==> src/efctm_pkg.sv <==
/*
 Package for the echo filter coefficient and test select register slice:
 register offsets, field positions, reset values and selector codes.
 Assumes a 32-bit AHB-Lite register bus, one register per aligned word.
*/
`default_nettype none
package efctm_pkg;
    // Register indices; the bus byte address is four times the index
    localparam logic [7:0] IDX_BANDPASS_B1_LOW = 8'h46;
    localparam logic [7:0] IDX_LOWPASS_A2_HIGH = 8'h47;
    localparam logic [7:0] IDX_LOWPASS_A2_LOW = 8'h48;
    localparam logic [7:0] IDX_LOWPASS_B1_HIGH = 8'h49;
    localparam logic [7:0] IDX_LOWPASS_B1_LOW = 8'h4A;
    localparam logic [7:0] IDX_TEST_SIGNAL_SELECT = 8'h4B;

    localparam logic [7:0] RST_BYTE = 8'h00;
    localparam logic [7:0] HIGH_BYTE_MASK = 8'h7F;
    localparam logic [7:0] TEST_SEL_MASK = 8'hEF;

    localparam int TPIN_LSB = 5;
    localparam int FMT_BIT = 3;
    localparam int TAP_LSB = 0;

    localparam logic [2:0] TPIN_GND = 3'h0;
    localparam logic [2:0] TPIN_FRONT_END = 3'h1;
    localparam logic [2:0] TPIN_CLK_8M = 3'h4;
    localparam logic [2:0] TPIN_SAMPLE_CLK = 3'h5;

    localparam logic [2:0] TAP_OFF = 3'h0;
    localparam logic [2:0] TAP_LOWPASS = 3'h1;
    localparam logic [2:0] TAP_RECTIFIER = 3'h2;
    localparam logic [2:0] TAP_BANDPASS = 3'h3;
    localparam logic [2:0] TAP_CONVERTER = 3'h4;

    localparam int SAMPLE_W_NARROW = 8;
    localparam int SAMPLE_W_WIDE = 12;
    localparam int PERIOD_NARROW_US = 1;
    localparam int PERIOD_WIDE_US = 2;
    localparam int CLK_MHZ = 10;
    localparam int CYC_NARROW = PERIOD_NARROW_US * CLK_MHZ;
    localparam int CYC_WIDE = PERIOD_WIDE_US * CLK_MHZ;

    typedef struct packed {
        logic [2:0] pin_src;
        logic pin_analog;
        logic pin_digital;
        logic pin_valid;
    } efctm_pin_t;

    typedef struct packed {
        logic [2:0] tap;
        logic active;
        logic wide;
        logic [7:0] width;
        logic [7:0] period_cycles;
    } efctm_export_t;
endpackage
`default_nettype wire

==> src/efctm_regs.sv <==
/*
 Register slice: bandpass B1 low byte, lowpass A2/B1 split coefficients and
 the test signal select register, with decoded test pin and export controls.
 Assumes a single AHB-Lite master, single word transfers, one clock.
*/
// Added by the designer: the AHB-Lite slave port.
`default_nettype none
// Functional notes
// - Bandpass B1 low byte, full read/write, resets zero
// - Lowpass A2 high: bits 6..0 writable, bit7 zero
// - Lowpass A2 low byte fully read/write
// - Lowpass B1 high: bits 6..0 writable, bit7 zero
// - Lowpass B1 low byte fully read/write
// - Lowpass and test select registers reset zero
// - Bits 7..5 choose test pin source
// - Codes 0..3 analog, codes 4..7 digital
// - Bit3 picks 8-bit/1us or 12-bit/2us samples
// - Format only applies for tap codes 1..4
// - Bits 2..0 choose exported datapath tap
// - Test select bit4 reserved, reads zero
module efctm_regs (
    input wire logic CLOCK, // System clock, 10 MHz
    input wire logic SYS_RST, // Synchronous reset, active high
    input wire logic HSEL, // Slave select
    input wire logic [31:0] HADDR, // Byte address
    input wire logic [1:0] HTRANS, // Transfer type
    input wire logic HWRITE, // Write when high
    input wire logic [2:0] HSIZE, // Transfer size
    input wire logic [31:0] HWDATA, // Write data
    input wire logic HREADY, // Bus ready in
    output logic [31:0] HRDATA, // Read data, registered
    output logic HREADYOUT, // Always ready
    output logic HRESP, // Always OKAY
    output logic [7:0] BANDPASS_B1_LOW, // Coefficient byte
    output logic [14:0] LOWPASS_A2, // Lowpass A2 coefficient
    output logic [14:0] LOWPASS_B1, // Lowpass B1 coefficient
    output efctm_pkg::efctm_pin_t TEST_PIN_CTRL, // Decoded test pin source
    output efctm_pkg::efctm_export_t EXPORT_CTRL // Decoded export settings
);
    logic [7:0] bp_b1_lo_ff;
    logic [7:0] a2_hi_ff;
    logic [7:0] a2_lo_ff;
    logic [7:0] b1_hi_ff;
    logic [7:0] b1_lo_ff;
    logic [7:0] tsel_ff;
    logic wr_pend_ff;
    logic [7:0] wr_idx_ff;
    logic [31:0] rdata_ff;
    logic [7:0] wbyte;
    logic [7:0] rd_idx;
    logic rd_hit;
    logic [7:0] rd_val;
    logic addr_phase;

    assign addr_phase = HSEL && HREADY && HTRANS[1];
    assign wbyte = HWDATA[7:0];
    assign rd_idx = HADDR[9:2];
    assign HREADYOUT = 1'b1;
    assign HRESP = 1'b0;
    assign HRDATA = rdata_ff;

    // Write data arrives one cycle after the address, so latch the index
    always_ff @(posedge CLOCK)
    begin
        if (SYS_RST)
        begin
            wr_pend_ff <= 1'b0;
            wr_idx_ff <= 8'h00;
        end
        else
        begin
            wr_pend_ff <= addr_phase && HWRITE && (HADDR[31:10] == 22'h000000);
            wr_idx_ff <= HADDR[9:2];
        end
    end

    always_ff @(posedge CLOCK)
    begin
        if (SYS_RST)
        begin
            bp_b1_lo_ff <= efctm_pkg::RST_BYTE;
            a2_hi_ff <= efctm_pkg::RST_BYTE;
            a2_lo_ff <= efctm_pkg::RST_BYTE;
            b1_hi_ff <= efctm_pkg::RST_BYTE;
            b1_lo_ff <= efctm_pkg::RST_BYTE;
            tsel_ff <= efctm_pkg::RST_BYTE;
        end
        else if (wr_pend_ff)
        begin
            unique case (wr_idx_ff)
                efctm_pkg::IDX_BANDPASS_B1_LOW: bp_b1_lo_ff <= wbyte;
                efctm_pkg::IDX_LOWPASS_A2_HIGH:
                    a2_hi_ff <= wbyte & efctm_pkg::HIGH_BYTE_MASK;
                efctm_pkg::IDX_LOWPASS_A2_LOW: a2_lo_ff <= wbyte;
                efctm_pkg::IDX_LOWPASS_B1_HIGH:
                    b1_hi_ff <= wbyte & efctm_pkg::HIGH_BYTE_MASK;
                efctm_pkg::IDX_LOWPASS_B1_LOW: b1_lo_ff <= wbyte;
                efctm_pkg::IDX_TEST_SIGNAL_SELECT:
                    tsel_ff <= wbyte & efctm_pkg::TEST_SEL_MASK;
                default: ;
            endcase
        end
    end

    always_comb
    begin
        rd_hit = 1'b1;
        unique case (rd_idx)
            efctm_pkg::IDX_BANDPASS_B1_LOW: rd_val = bp_b1_lo_ff;
            efctm_pkg::IDX_LOWPASS_A2_HIGH: rd_val = a2_hi_ff;
            efctm_pkg::IDX_LOWPASS_A2_LOW: rd_val = a2_lo_ff;
            efctm_pkg::IDX_LOWPASS_B1_HIGH: rd_val = b1_hi_ff;
            efctm_pkg::IDX_LOWPASS_B1_LOW: rd_val = b1_lo_ff;
            efctm_pkg::IDX_TEST_SIGNAL_SELECT: rd_val = tsel_ff;
            default:
            begin
                rd_val = 8'h00;
                rd_hit = 1'b0;
            end
        endcase
        if (HADDR[31:10] != 22'h000000)
        begin
            rd_hit = 1'b0;
        end
    end

    // Unmapped reads return zero; a read right after a write to the same
    // register sees the old value, since the write lands in the same edge
    always_ff @(posedge CLOCK)
    begin
        if (SYS_RST)
        begin
            rdata_ff <= 32'h00000000;
        end
        else if (addr_phase && !HWRITE)
        begin
            rdata_ff <= rd_hit ? {24'h000000, rd_val} : 32'h00000000;
        end
    end

    assign BANDPASS_B1_LOW = bp_b1_lo_ff;
    assign LOWPASS_A2 = {a2_hi_ff[6:0], a2_lo_ff};
    assign LOWPASS_B1 = {b1_hi_ff[6:0], b1_lo_ff};

    logic [2:0] pin_src;
    logic [2:0] tap;
    logic tap_active;
    logic fmt_wide;

    assign pin_src = tsel_ff[efctm_pkg::TPIN_LSB +: 3];
    assign tap = tsel_ff[efctm_pkg::TAP_LSB +: 3];
    // Codes 5..7 are unused, so they export nothing
    assign tap_active = (tap >= efctm_pkg::TAP_LOWPASS)
        && (tap <= efctm_pkg::TAP_CONVERTER);
    assign fmt_wide = tap_active && tsel_ff[efctm_pkg::FMT_BIT];

    always_comb
    begin
        TEST_PIN_CTRL.pin_src = pin_src;
        TEST_PIN_CTRL.pin_digital = pin_src[2];
        TEST_PIN_CTRL.pin_analog = !pin_src[2];
        TEST_PIN_CTRL.pin_valid = (pin_src == efctm_pkg::TPIN_GND)
            || (pin_src == efctm_pkg::TPIN_FRONT_END)
            || (pin_src == efctm_pkg::TPIN_CLK_8M)
            || (pin_src == efctm_pkg::TPIN_SAMPLE_CLK);
        EXPORT_CTRL.tap = tap_active ? tap : efctm_pkg::TAP_OFF;
        EXPORT_CTRL.active = tap_active;
        EXPORT_CTRL.wide = fmt_wide;
        if (!tap_active)
        begin
            EXPORT_CTRL.width = 8'h00;
            EXPORT_CTRL.period_cycles = 8'h00;
        end
        else if (fmt_wide)
        begin
            EXPORT_CTRL.width = 8'(efctm_pkg::SAMPLE_W_WIDE);
            EXPORT_CTRL.period_cycles = 8'(efctm_pkg::CYC_WIDE);
        end
        else
        begin
            EXPORT_CTRL.width = 8'(efctm_pkg::SAMPLE_W_NARROW);
            EXPORT_CTRL.period_cycles = 8'(efctm_pkg::CYC_NARROW);
        end
    end

    property p_high_bit7_zero;
        @(posedge CLOCK) disable iff (SYS_RST) !a2_hi_ff[7] && !b1_hi_ff[7];
    endproperty
    a_high_bit7_zero: assert property (p_high_bit7_zero) else $error("high bit7 set");

    property p_b1_high_bit7;
        @(posedge CLOCK) disable iff (SYS_RST)
            wr_pend_ff && wr_idx_ff == efctm_pkg::IDX_LOWPASS_B1_HIGH
            |=> b1_hi_ff == ($past(HWDATA[7:0]) & 8'h7F);
    endproperty
    a_b1_high_bit7: assert property (p_b1_high_bit7) else $error("b1 high write wrong");

    property p_a2_low_write;
        @(posedge CLOCK) disable iff (SYS_RST)
            wr_pend_ff && wr_idx_ff == efctm_pkg::IDX_LOWPASS_A2_LOW
            |=> a2_lo_ff == $past(HWDATA[7:0]);
    endproperty
    a_a2_low_write: assert property (p_a2_low_write) else $error("a2 low write lost");

    property p_b1_low_write;
        @(posedge CLOCK) disable iff (SYS_RST)
            wr_pend_ff && wr_idx_ff == efctm_pkg::IDX_LOWPASS_B1_LOW
            |=> b1_lo_ff == $past(HWDATA[7:0]);
    endproperty
    a_b1_low_write: assert property (p_b1_low_write) else $error("b1 low write lost");

    property p_bp_write;
        @(posedge CLOCK) disable iff (SYS_RST)
            wr_pend_ff && wr_idx_ff == efctm_pkg::IDX_BANDPASS_B1_LOW
            |=> bp_b1_lo_ff == $past(HWDATA[7:0]);
    endproperty
    a_bp_write: assert property (p_bp_write) else $error("bandpass write lost");

    property p_reset_zero;
        @(posedge CLOCK) SYS_RST |=> LOWPASS_A2 == 15'h0000 && LOWPASS_B1 == 15'h0000
            && tsel_ff == 8'h00;
    endproperty
    a_reset_zero: assert property (p_reset_zero) else $error("not zero after reset");

    property p_bit4_zero;
        @(posedge CLOCK) disable iff (SYS_RST) !tsel_ff[4];
    endproperty
    a_bit4_zero: assert property (p_bit4_zero) else $error("test select bit4 set");

    property p_digital_code;
        @(posedge CLOCK) disable iff (SYS_RST)
            TEST_PIN_CTRL.pin_digital == (TEST_PIN_CTRL.pin_src >= 3'h4);
    endproperty
    a_digital_code: assert property (p_digital_code) else $error("analog/digital wrong");

    property p_fmt_gated;
        @(posedge CLOCK) disable iff (SYS_RST)
            (tap == 3'h0 || tap > 3'h4) |-> !EXPORT_CTRL.wide && EXPORT_CTRL.width == 8'h00;
    endproperty
    a_fmt_gated: assert property (p_fmt_gated) else $error("format applied while off");

    property p_wide_period;
        @(posedge CLOCK) disable iff (SYS_RST)
            EXPORT_CTRL.wide |-> EXPORT_CTRL.width == 8'h0C && EXPORT_CTRL.period_cycles == 8'h14;
    endproperty
    a_wide_period: assert property (p_wide_period) else $error("wide format wrong");

    property p_tap_follow;
        @(posedge CLOCK) disable iff (SYS_RST)
            EXPORT_CTRL.active |-> EXPORT_CTRL.tap == tsel_ff[2:0];
    endproperty
    a_tap_follow: assert property (p_tap_follow) else $error("tap mismatch");

    property p_pin_src;
        @(posedge CLOCK) disable iff (SYS_RST) TEST_PIN_CTRL.pin_src == tsel_ff[7:5];
    endproperty
    a_pin_src: assert property (p_pin_src) else $error("pin source mismatch");

    property p_reserved_ignored;
        @(posedge CLOCK) disable iff (SYS_RST)
            wr_pend_ff && wr_idx_ff == efctm_pkg::IDX_TEST_SIGNAL_SELECT
            |=> tsel_ff == ($past(HWDATA[7:0]) & 8'hEF);
    endproperty
    a_reserved_ignored: assert property (p_reserved_ignored) else $error("bit4 kept");

    property p_a2_high_write;
        @(posedge CLOCK) disable iff (SYS_RST)
            wr_pend_ff && wr_idx_ff == efctm_pkg::IDX_LOWPASS_A2_HIGH
            |=> a2_hi_ff == ($past(HWDATA[7:0]) & efctm_pkg::HIGH_BYTE_MASK);
    endproperty
    a_a2_high_write: assert property (p_a2_high_write) else $error("a2 high write bad");

    property p_rd_upper;
        @(posedge CLOCK) disable iff (SYS_RST) HRDATA[31:8] == 24'h000000;
    endproperty
    a_rd_upper: assert property (p_rd_upper) else $error("read upper bits set");

    property p_rd_bit4_zero;
        @(posedge CLOCK) disable iff (SYS_RST)
            addr_phase && !HWRITE && rd_idx == efctm_pkg::IDX_TEST_SIGNAL_SELECT
            |=> !HRDATA[4];
    endproperty
    a_rd_bit4_zero: assert property (p_rd_bit4_zero) else $error("bit4 read set");

    property p_rd_high_bit7;
        @(posedge CLOCK) disable iff (SYS_RST)
            addr_phase && !HWRITE && (rd_idx == efctm_pkg::IDX_LOWPASS_A2_HIGH
            || rd_idx == efctm_pkg::IDX_LOWPASS_B1_HIGH) |=> !HRDATA[7];
    endproperty
    a_rd_high_bit7: assert property (p_rd_high_bit7) else $error("bit7 read set");

    property p_narrow_fmt;
        @(posedge CLOCK) disable iff (SYS_RST)
            EXPORT_CTRL.active && !EXPORT_CTRL.wide
            |-> EXPORT_CTRL.width == 8'h08 && EXPORT_CTRL.period_cycles == 8'h0A;
    endproperty
    a_narrow_fmt: assert property (p_narrow_fmt) else $error("narrow format wrong");

    property p_pin_valid;
        @(posedge CLOCK) disable iff (SYS_RST)
            TEST_PIN_CTRL.pin_valid == !TEST_PIN_CTRL.pin_src[1];
    endproperty
    a_pin_valid: assert property (p_pin_valid) else $error("pin valid wrong");
endmodule
`default_nettype wire

==> config.mk <==
export PLATFORM = sky130hd
export DESIGN_NAME = efctm_regs
export DESIGN_NICKNAME = d
export VERILOG_FILES = /design/src/efctm_pkg.sv /design/src/efctm_regs.sv
export SDC_FILE = /design/constraint.sdc
export NUM_CORES = 1
export LEC_CHECK = 0
export BUFFER_PORTS_ARGS = -buffer_cell sky130_fd_sc_hd__buf_2
export CAP_MARGIN = 10
export CORE_MARGIN = 5
export CORE_UTILIZATION = 44
export CTS_CLUSTER_SIZE = 20
export DETAILED_ROUTE_END_ITERATION = 6
export GPL_TIMING_DRIVEN = 0
export PLACE_DENSITY_LB_ADDON = 0.05
export SYNTH_ARGS = -nofsm -noshare
export SYNTH_HDL_FRONTEND = slang
export SYNTH_SLANG_ARGS = --single-unit
==> constraint.sdc <==
create_clock -name CLOCK -period 1.85 [get_ports CLOCK]
set_clock_uncertainty 0.05 [all_clocks]
set_input_delay 0.37 -clock CLOCK [delete_from_list [all_inputs] [get_ports CLOCK]]
set_output_delay 0.37 -clock CLOCK [all_outputs]
set_load 0.1 [all_outputs]
==> results.sh, run 1 <==
export IMPL_worst_pin_slew_ps=548
export IMPL_viasPerCell=4.76
export IMPL_synth_commonest_cells="62 x dfxtp_1, 59 x mux2i_1, 48 x buf_4, 48 x nor2_1, 12 x nor2b_1"
export IMPL_overflow=0
export IMPL_via_count=2582
export IMPL_start_util_pct=44.9
export IMPL_p_clk_share_pct=41.0
export IMPL_clkTransAtPathRegs_ps=70
export IMPL_crit_end="EXPORT_CTRL[3]"
export IMPL_netlist_instances=307
export IMPL_p_leak_nw=2.37
export IMPL_fin_crit_sh_pct=102
export IMPL_finalPower_mw=3.18
export IMPL_n_antenna_cell=0
export IMPL_holdWs_ps=214
export IMPL_dieHeight_um=93.0
export IMPL_p_switching_uw=934
export IMPL_final_min_clock_period_ps=1900
export IMPL_num_rows=30
export IMPL_yosys_area_share_simple_pct=17.9
export IMPL_cts_max_level=3
export IMPL_crit_type="reg2out"
export IMPL_clock_sinks=62
export IMPL_drv_slew=0
export IMPL_pin_count=173
export IMPL_fin_ws_ps=-45.9
export IMPL_grt_start_max_net_pins=11
export IMPL_grt_antenna_before_repair=0
export IMPL_violations="negative setup slack"
export IMPL_synth_edff_count=0
export IMPL_synth_top_family_by_area="multiplexers"
export IMPL_yosysWarnings=0
export IMPL_yosys_mux_area_fraction_pct=19.9
export IMPL_firstDrtPassIters=4
export IMPL_ir_drop_uv=447
export IMPL_numPortBuffers=105
export IMPL_instances_no_fill=543
export IMPL_async_reset_ff_share_pct=0
export IMPL_synthAdderAreaFrac_pct=0
export IMPL_yosysTopAreaCellShare_pct=40.9
export IMPL_ant_nets=0
export IMPL_globalplace_congestion=0.793
export IMPL_reg2reg_to="b1_lo_ff[6]"
export IMPL_synth_seq_cells=62
export IMPL_numCtsBuffers=9
export IMPL_yosysMostFrequentCell="dfxtp_1"
export IMPL_syn_avg_cell_area_um2=9.88
export IMPL_dp_hpwl_um=6190
export IMPL_remaining_drc_errors=0
export IMPL_synth_compound_area_share_pct=6.81
export IMPL_outcome="complete, but fails checks"
export IMPL_ys_seq_area_share_pct=40.9
export IMPL_netlist_area_um2=3030
export IMPL_cp_required_ps=1430
export IMPL_start_kind="flop"
export IMPL_fin_area_um2=4160
export IMPL_combPwrFrac_pct=16.7
export IMPL_fin_tns_setup_ps=-213
export IMPL_cp_max_fo=4
export IMPL_slew_headroom_pct=63.5
export IMPL_cts_tree="built"
export IMPL_worst_skew_pair_late_latency_ps=340
export IMPL_grt_first_pass_wirelength_um=12800
export IMPL_areaGrowthSynthToFinish_pct=37.1
export IMPL_cp_arrival_ps=1480
export IMPL_place_area_um2=3800
export IMPL_drt_iter0_markers=88
export IMPL_clk_path_buf_depth=2
export IMPL_maxCapViolations=0
export IMPL_grt_pass1_vias=2558
export IMPL_r2r_setup_slack_ps=10
export IMPL_setup_worst_path_start="tsel_ff[1]"
export IMPL_setup_violations_final=6
export IMPL_core_um2=6760
export IMPL_reg2reg_depth=4
export IMPL_worstReg2RegStart="wr_idx_ff[5]"
export IMPL_hold_buffers=0
export IMPL_ys_flop_type="dfxtp_1"
export IMPL_hold_viol_final=0
export IMPL_die_area_um2=8650
export IMPL_synth_xor_area_share_pct=0.289
export IMPL_cp_end_kind="output pin"
export IMPL_wl_um=8120
export IMPL_cts_root_buf="clkbuf_8"
export IMPL_place_inst=526
export IMPL_synth_area_leaders="dfxtp_1 41%, mux2i_1 19%, buf_4 12%"
export IMPL_die_w_um=93.0
export IMPL_dp_slack_ps=-154
export IMPL_grt_usage_pct=19.2
export IMPL_hold_path_class="in2reg"
export IMPL_max_freq_mhz=527
export IMPL_seq_power_share_pct=42.4
export IMPL_post_route_util_pct=61.5
export IMPL_final_net_count=532
export IMPL_rsz0062_at_grt="yes"
export IMPL_drive_gt1_share_pct=41.0
export IMPL_p_per_area_nw_per_um2=766
export IMPL_synth_top_cell_by_area="dfxtp_1"
export IMPL_intPower_mw=2.25
export IMPL_p_sw_share_pct=29.4
export IMPL_wire_per_inst_um=15.0
export IMPL_ys_types=33
## registers in the layout, summed over array words and instances (netlist names)
| name | flops |
|---|---|
| BANDPASS_B1_LOW | 8 |
| HRDATA | 8 |
| a2_lo_ff | 8 |
| b1_lo_ff | 8 |
| wr_idx_ff | 8 |
| a2_hi_ff | 7 |
| b1_hi_ff | 7 |
| tsel_ff | 7 |
| wr_pend_ff | 1 |
## power groups by stage
stage                     sequential (mW)  combinational, mW  clock, mW
final                                1.35              0.531       1.30
after global routing                 1.35              0.555       1.39
after CTS                            1.35              0.528       1.33
after detailed placement             1.38              0.528          0
after global placement               1.38              0.526          0
after floorplan                      1.38              0.443          0
## layout by cell type (no fill, tap or decap), drive strengths merged
master | synthesis | routed
nor3b | 3 | 3
nand2 | 2 | 2
nand4 | 7 | 7
and4 | 1 | 1
clkinv | 0 | 2
nand3b | 1 | 1
and3b | 4 | 4
nor4 | 5 | 5
a22oi | 1 | 1
o32ai | 1 | 1
nor3 | 3 | 3
o22ai | 7 | 7
buf | 51 | 156
and2 | 2 | 2
a22o | 9 | 9
dfxtp | 62 | 62
xnor2 | 1 | 1
mux2 | 1 | 1
or3b | 1 | 1
inv | 3 | 3
clkbuf | 10 | 23
bufinv | 0 | 2
and4b | 1 | 1
nor4b | 2 | 2
o211ai | 1 | 1
nor2b | 12 | 12
a221o | 6 | 6
nor2 | 48 | 48
nand4b | 1 | 1
mux2i | 59 | 59
conb | 2 | 36
## critical path: stages (launching register included)
cell	delay (ps)
dfxtp_4	360
nor2_4	160
xnor2_4	150
nor2b_4	200
buf_6	110
buf_12	160
## cells by family (layout without fill, tap and decap cells)
kind of cell / count (synthesis) / after routing
AOI/OAI and AO/OA: 25 / 25
xor gates and xnor gates: 1 / 1
buffers and inverters: 64 / 186
DFF: 62 / 62
muxes: 60 / 60
other: 2 / 36
and+or+nand+nor: 93 / 93
## per-layer routing
layer  track usage, %  share of wire (%)  routed length (um)
met1             24.0                 44                3530
met2             31.4                 47                3850
met3             4.59                8.2                 667
met4             8.18               0.85                  69
met5                0                  0                   0
## how the worst min path moves through the flow
stage	from	endpoint	slack, ps	depth (start not counted)
after global routing	HADDR[8]	wr_idx_ff[6]	230	2
after detailed placement	HRDATA[5]	HRDATA[5]	410	1
after CTS	HADDR[8]	wr_idx_ff[6]	200	2
final	HADDR[8]	wr_idx_ff[6]	210	2
after global placement	HRDATA[7]	HRDATA[7]	410	1
after floorplan	tsel_ff[5]	tsel_ff[5]	440	2
## cell type report
| type | count | area, um2 |
|---|---|---|
| clock buffer | 12 | 145 |
| inverter | 3 | 11.3 |
| fill | 601 | 2600 |
| buffer | 61 | 417 |
| clock inverter | 4 | 70.1 |
| timing repair buffer | 106 | 629 |
| multi-input combinational | 215 | 1540 |
| tap | 80 | 100 |
| sequential | 62 | 1250 |
## timing repair
item	4_1_cts	5_1_grt
endpoints found under the setup margin	8	43
resized for setup	34	4
pin swaps	2	0
endpoints found under the hold margin	0	0
buffers inserted	1	0
(Power assumes the default switching activity.)
==> run 2: changes to the inputs <==
Settings changed: CELL_PAD_IN_SITES_DETAIL_PLACEMENT set to 1, CELL_PAD_IN_SITES_GLOBAL_PLACEMENT set to 1, CORE_UTILIZATION 44 to 31, GPL_TIMING_DRIVEN 0 to unset, PLACE_DENSITY_LB_ADDON 0.05 to 0.2.
==> run 2 against run 1 <==
The flow still finishes with violations (negative setup slack); worst hold slack worse by 12 ps; sequential power about the same; clock power up 6%; final cell count rose by 2.2%; worst setup slack better by 45 ps; critical path depth is the same; utilization down 20 points; non-clock buffer count fell by 41.
==> results.sh, run 2 (synthesis results as in run 1) <==
export IMPL_outcome="complete, but fails checks"
export IMPL_violations="negative setup slack"
export IMPL_numPortBuffers=106
export IMPL_wl_um=8730
export IMPL_num_rows=36
export IMPL_grt_start_max_net_pins=54
export IMPL_grtUsageMet3_pct=4.09
export IMPL_firstDrtPassIters=4
export IMPL_hold_buffers=0
export IMPL_p_per_area_nw_per_um2=800
export IMPL_reg2reg_to="tsel_ff[6]"
export IMPL_fillers=1163
export IMPL_worst_pin_slew_ps=570
export IMPL_crit_end="EXPORT_CTRL[1]"
export IMPL_cp_required_ps=1430
export IMPL_r2r_setup_slack_ps=330
export IMPL_clkTransAtPathRegs_ps=70
export IMPL_setup_worst_path_start="tsel_ff[0]"
export IMPL_dp_hpwl_um=6650
export IMPL_overflow=0
export IMPL_wire_per_inst_um=15.7
export IMPL_final_net_count=491
export IMPL_remaining_drc_errors=0
export IMPL_maxCapViolations=0
export IMPL_worst_skew_pair_late_latency_ps=350
export IMPL_ant_nets=0
export IMPL_clock_sinks=62
export IMPL_cp_end_kind="output pin"
export IMPL_final_common_cell="buf_2"
export IMPL_globalplace_congestion=0.736
export IMPL_cts_max_level=3
export IMPL_clk_path_buf_depth=2
export IMPL_cp_max_fo=2
export IMPL_hold_viol_final=0
export IMPL_n_antenna_cell=0
export IMPL_viasPerCell=4.48
export IMPL_slew_headroom_pct=62.0
export IMPL_crit_type="reg2out"
export IMPL_core_um2=9640
export IMPL_start_util_pct=31.5
export IMPL_fin_area_um2=4000
export IMPL_fin_crit_sh_pct=100
export IMPL_rsz0062_at_grt="yes"
export IMPL_instances_no_fill=555
export IMPL_worstReg2RegStart="wr_idx_ff[5]"
export IMPL_grt_antenna_before_repair=0
export IMPL_areaGrowthSynthToFinish_pct=31.9
export IMPL_cp_arrival_ps=1430
export IMPL_drv_slew=0
export IMPL_fin_tns_setup_ps=-1.08
export IMPL_place_area_um2=3720
export IMPL_die_area_um2=11900
export IMPL_die_w_um=109
export IMPL_grt_pass1_vias=2537
export IMPL_via_count=2485
export IMPL_dp_slack_ps=44.2
export IMPL_use_met1_pct=18.2
export IMPL_reg2reg_depth=6
export IMPL_fin_ws_ps=-0.688
export IMPL_holdWs_ps=201
export IMPL_setup_violations_final=2
export IMPL_start_kind="flop"
export IMPL_use_met2_pct=24.6
export IMPL_drt_iter0_markers=82
export IMPL_pin_count=173
export IMPL_finalPower_mw=3.20
export IMPL_grt_usage_pct=14.9
export IMPL_ir_drop_uv=345
export IMPL_post_route_util_pct=41.5
export IMPL_hold_path_class="in2reg"
export IMPL_dieHeight_um=109
export IMPL_cts_root_buf="clkbuf_8"
export IMPL_cts_tree="built"
export IMPL_drive_gt1_share_pct=37.9
export IMPL_max_freq_mhz=540
export IMPL_p_leak_nw=2.20
export IMPL_final_min_clock_period_ps=1850
export IMPL_final_cell_mix="96 x buf_2, 60 x dfxtp_1, 59 x mux2i_1"
export IMPL_place_inst=537
export IMPL_top_usage_layer="met2"
export IMPL_numCtsBuffers=9
export IMPL_grt_first_pass_wirelength_um=13300
==> run 2: changes by cell type in the layout (fill, tap and decap cells not counted), moves of 3 or more <==
| cell | delta |
|---|---|
| buf_12 | +4 |
| buf_4 | -27 |
| buf_2 | -3 |
| clkbuf_1 | -12 |
| buf_6 | -4 |
==> run 2: worst max-delay path, cell delays in order, from the launching register on <==
cell,delay (ps)
dfxtp_2,340
nor2_4,130
xnor2_2,120
buf_4,130
nor2b_4,190
buf_12,190
==> run 2: what timing repair did <==
action | in CTS | in global routing
setup endpoints to repair | 7 | 8
pin swaps | 1 | 1
buffers inserted | 2 | 0
gates resized for setup | 8 | 1
hold endpoints to repair | 0 | 0
==> run 2: final cells by class <==
cell class / count / area (um2) / area share, %
multi-input combinational: 215 / 1520 / 38.1
sequential: 62 / 1250 / 31.2
timing repair buffer: 126 / 818 / 20.5
tap: 133 / 166 / 4.16
clock buffer: 11 / 151 / 3.79
clock inverter: 5 / 81.3 / 2.03
inverter: 3 / 11.3 / 0.282
==> run 2: where the power goes <==
part | internal, mW | leakage, nW | switching [mW]
clock network | 0.832 | 0.116 | 0.545
registers | 1.34 | 0.503 | 0.00964
logic | 0.0679 | 1.58 | 0.402
==> run 2: how the worst min path moves through the flow <==
stage | from | end | slack [ps] | depth (start not counted)
finish | HADDR[8] | wr_idx_ff[6] | 200 | 2
global route | HADDR[7] | wr_idx_ff[5] | 220 | 2
CTS | HADDR[8] | wr_idx_ff[6] | 190 | 2
detailed placement | HRDATA[7] | HRDATA[7] | 420 | 1
global placement | HRDATA[5] | HRDATA[5] | 410 | 1
floorplan | tsel_ff[5] | tsel_ff[5] | 440 | 2
==> run 2: routing by layer <==
layer  vias up  routed length, um
li1       1214                  -
met1      1170               3780
met2        94               4190
met3         7                621
met4         0                132
met5         -                  0
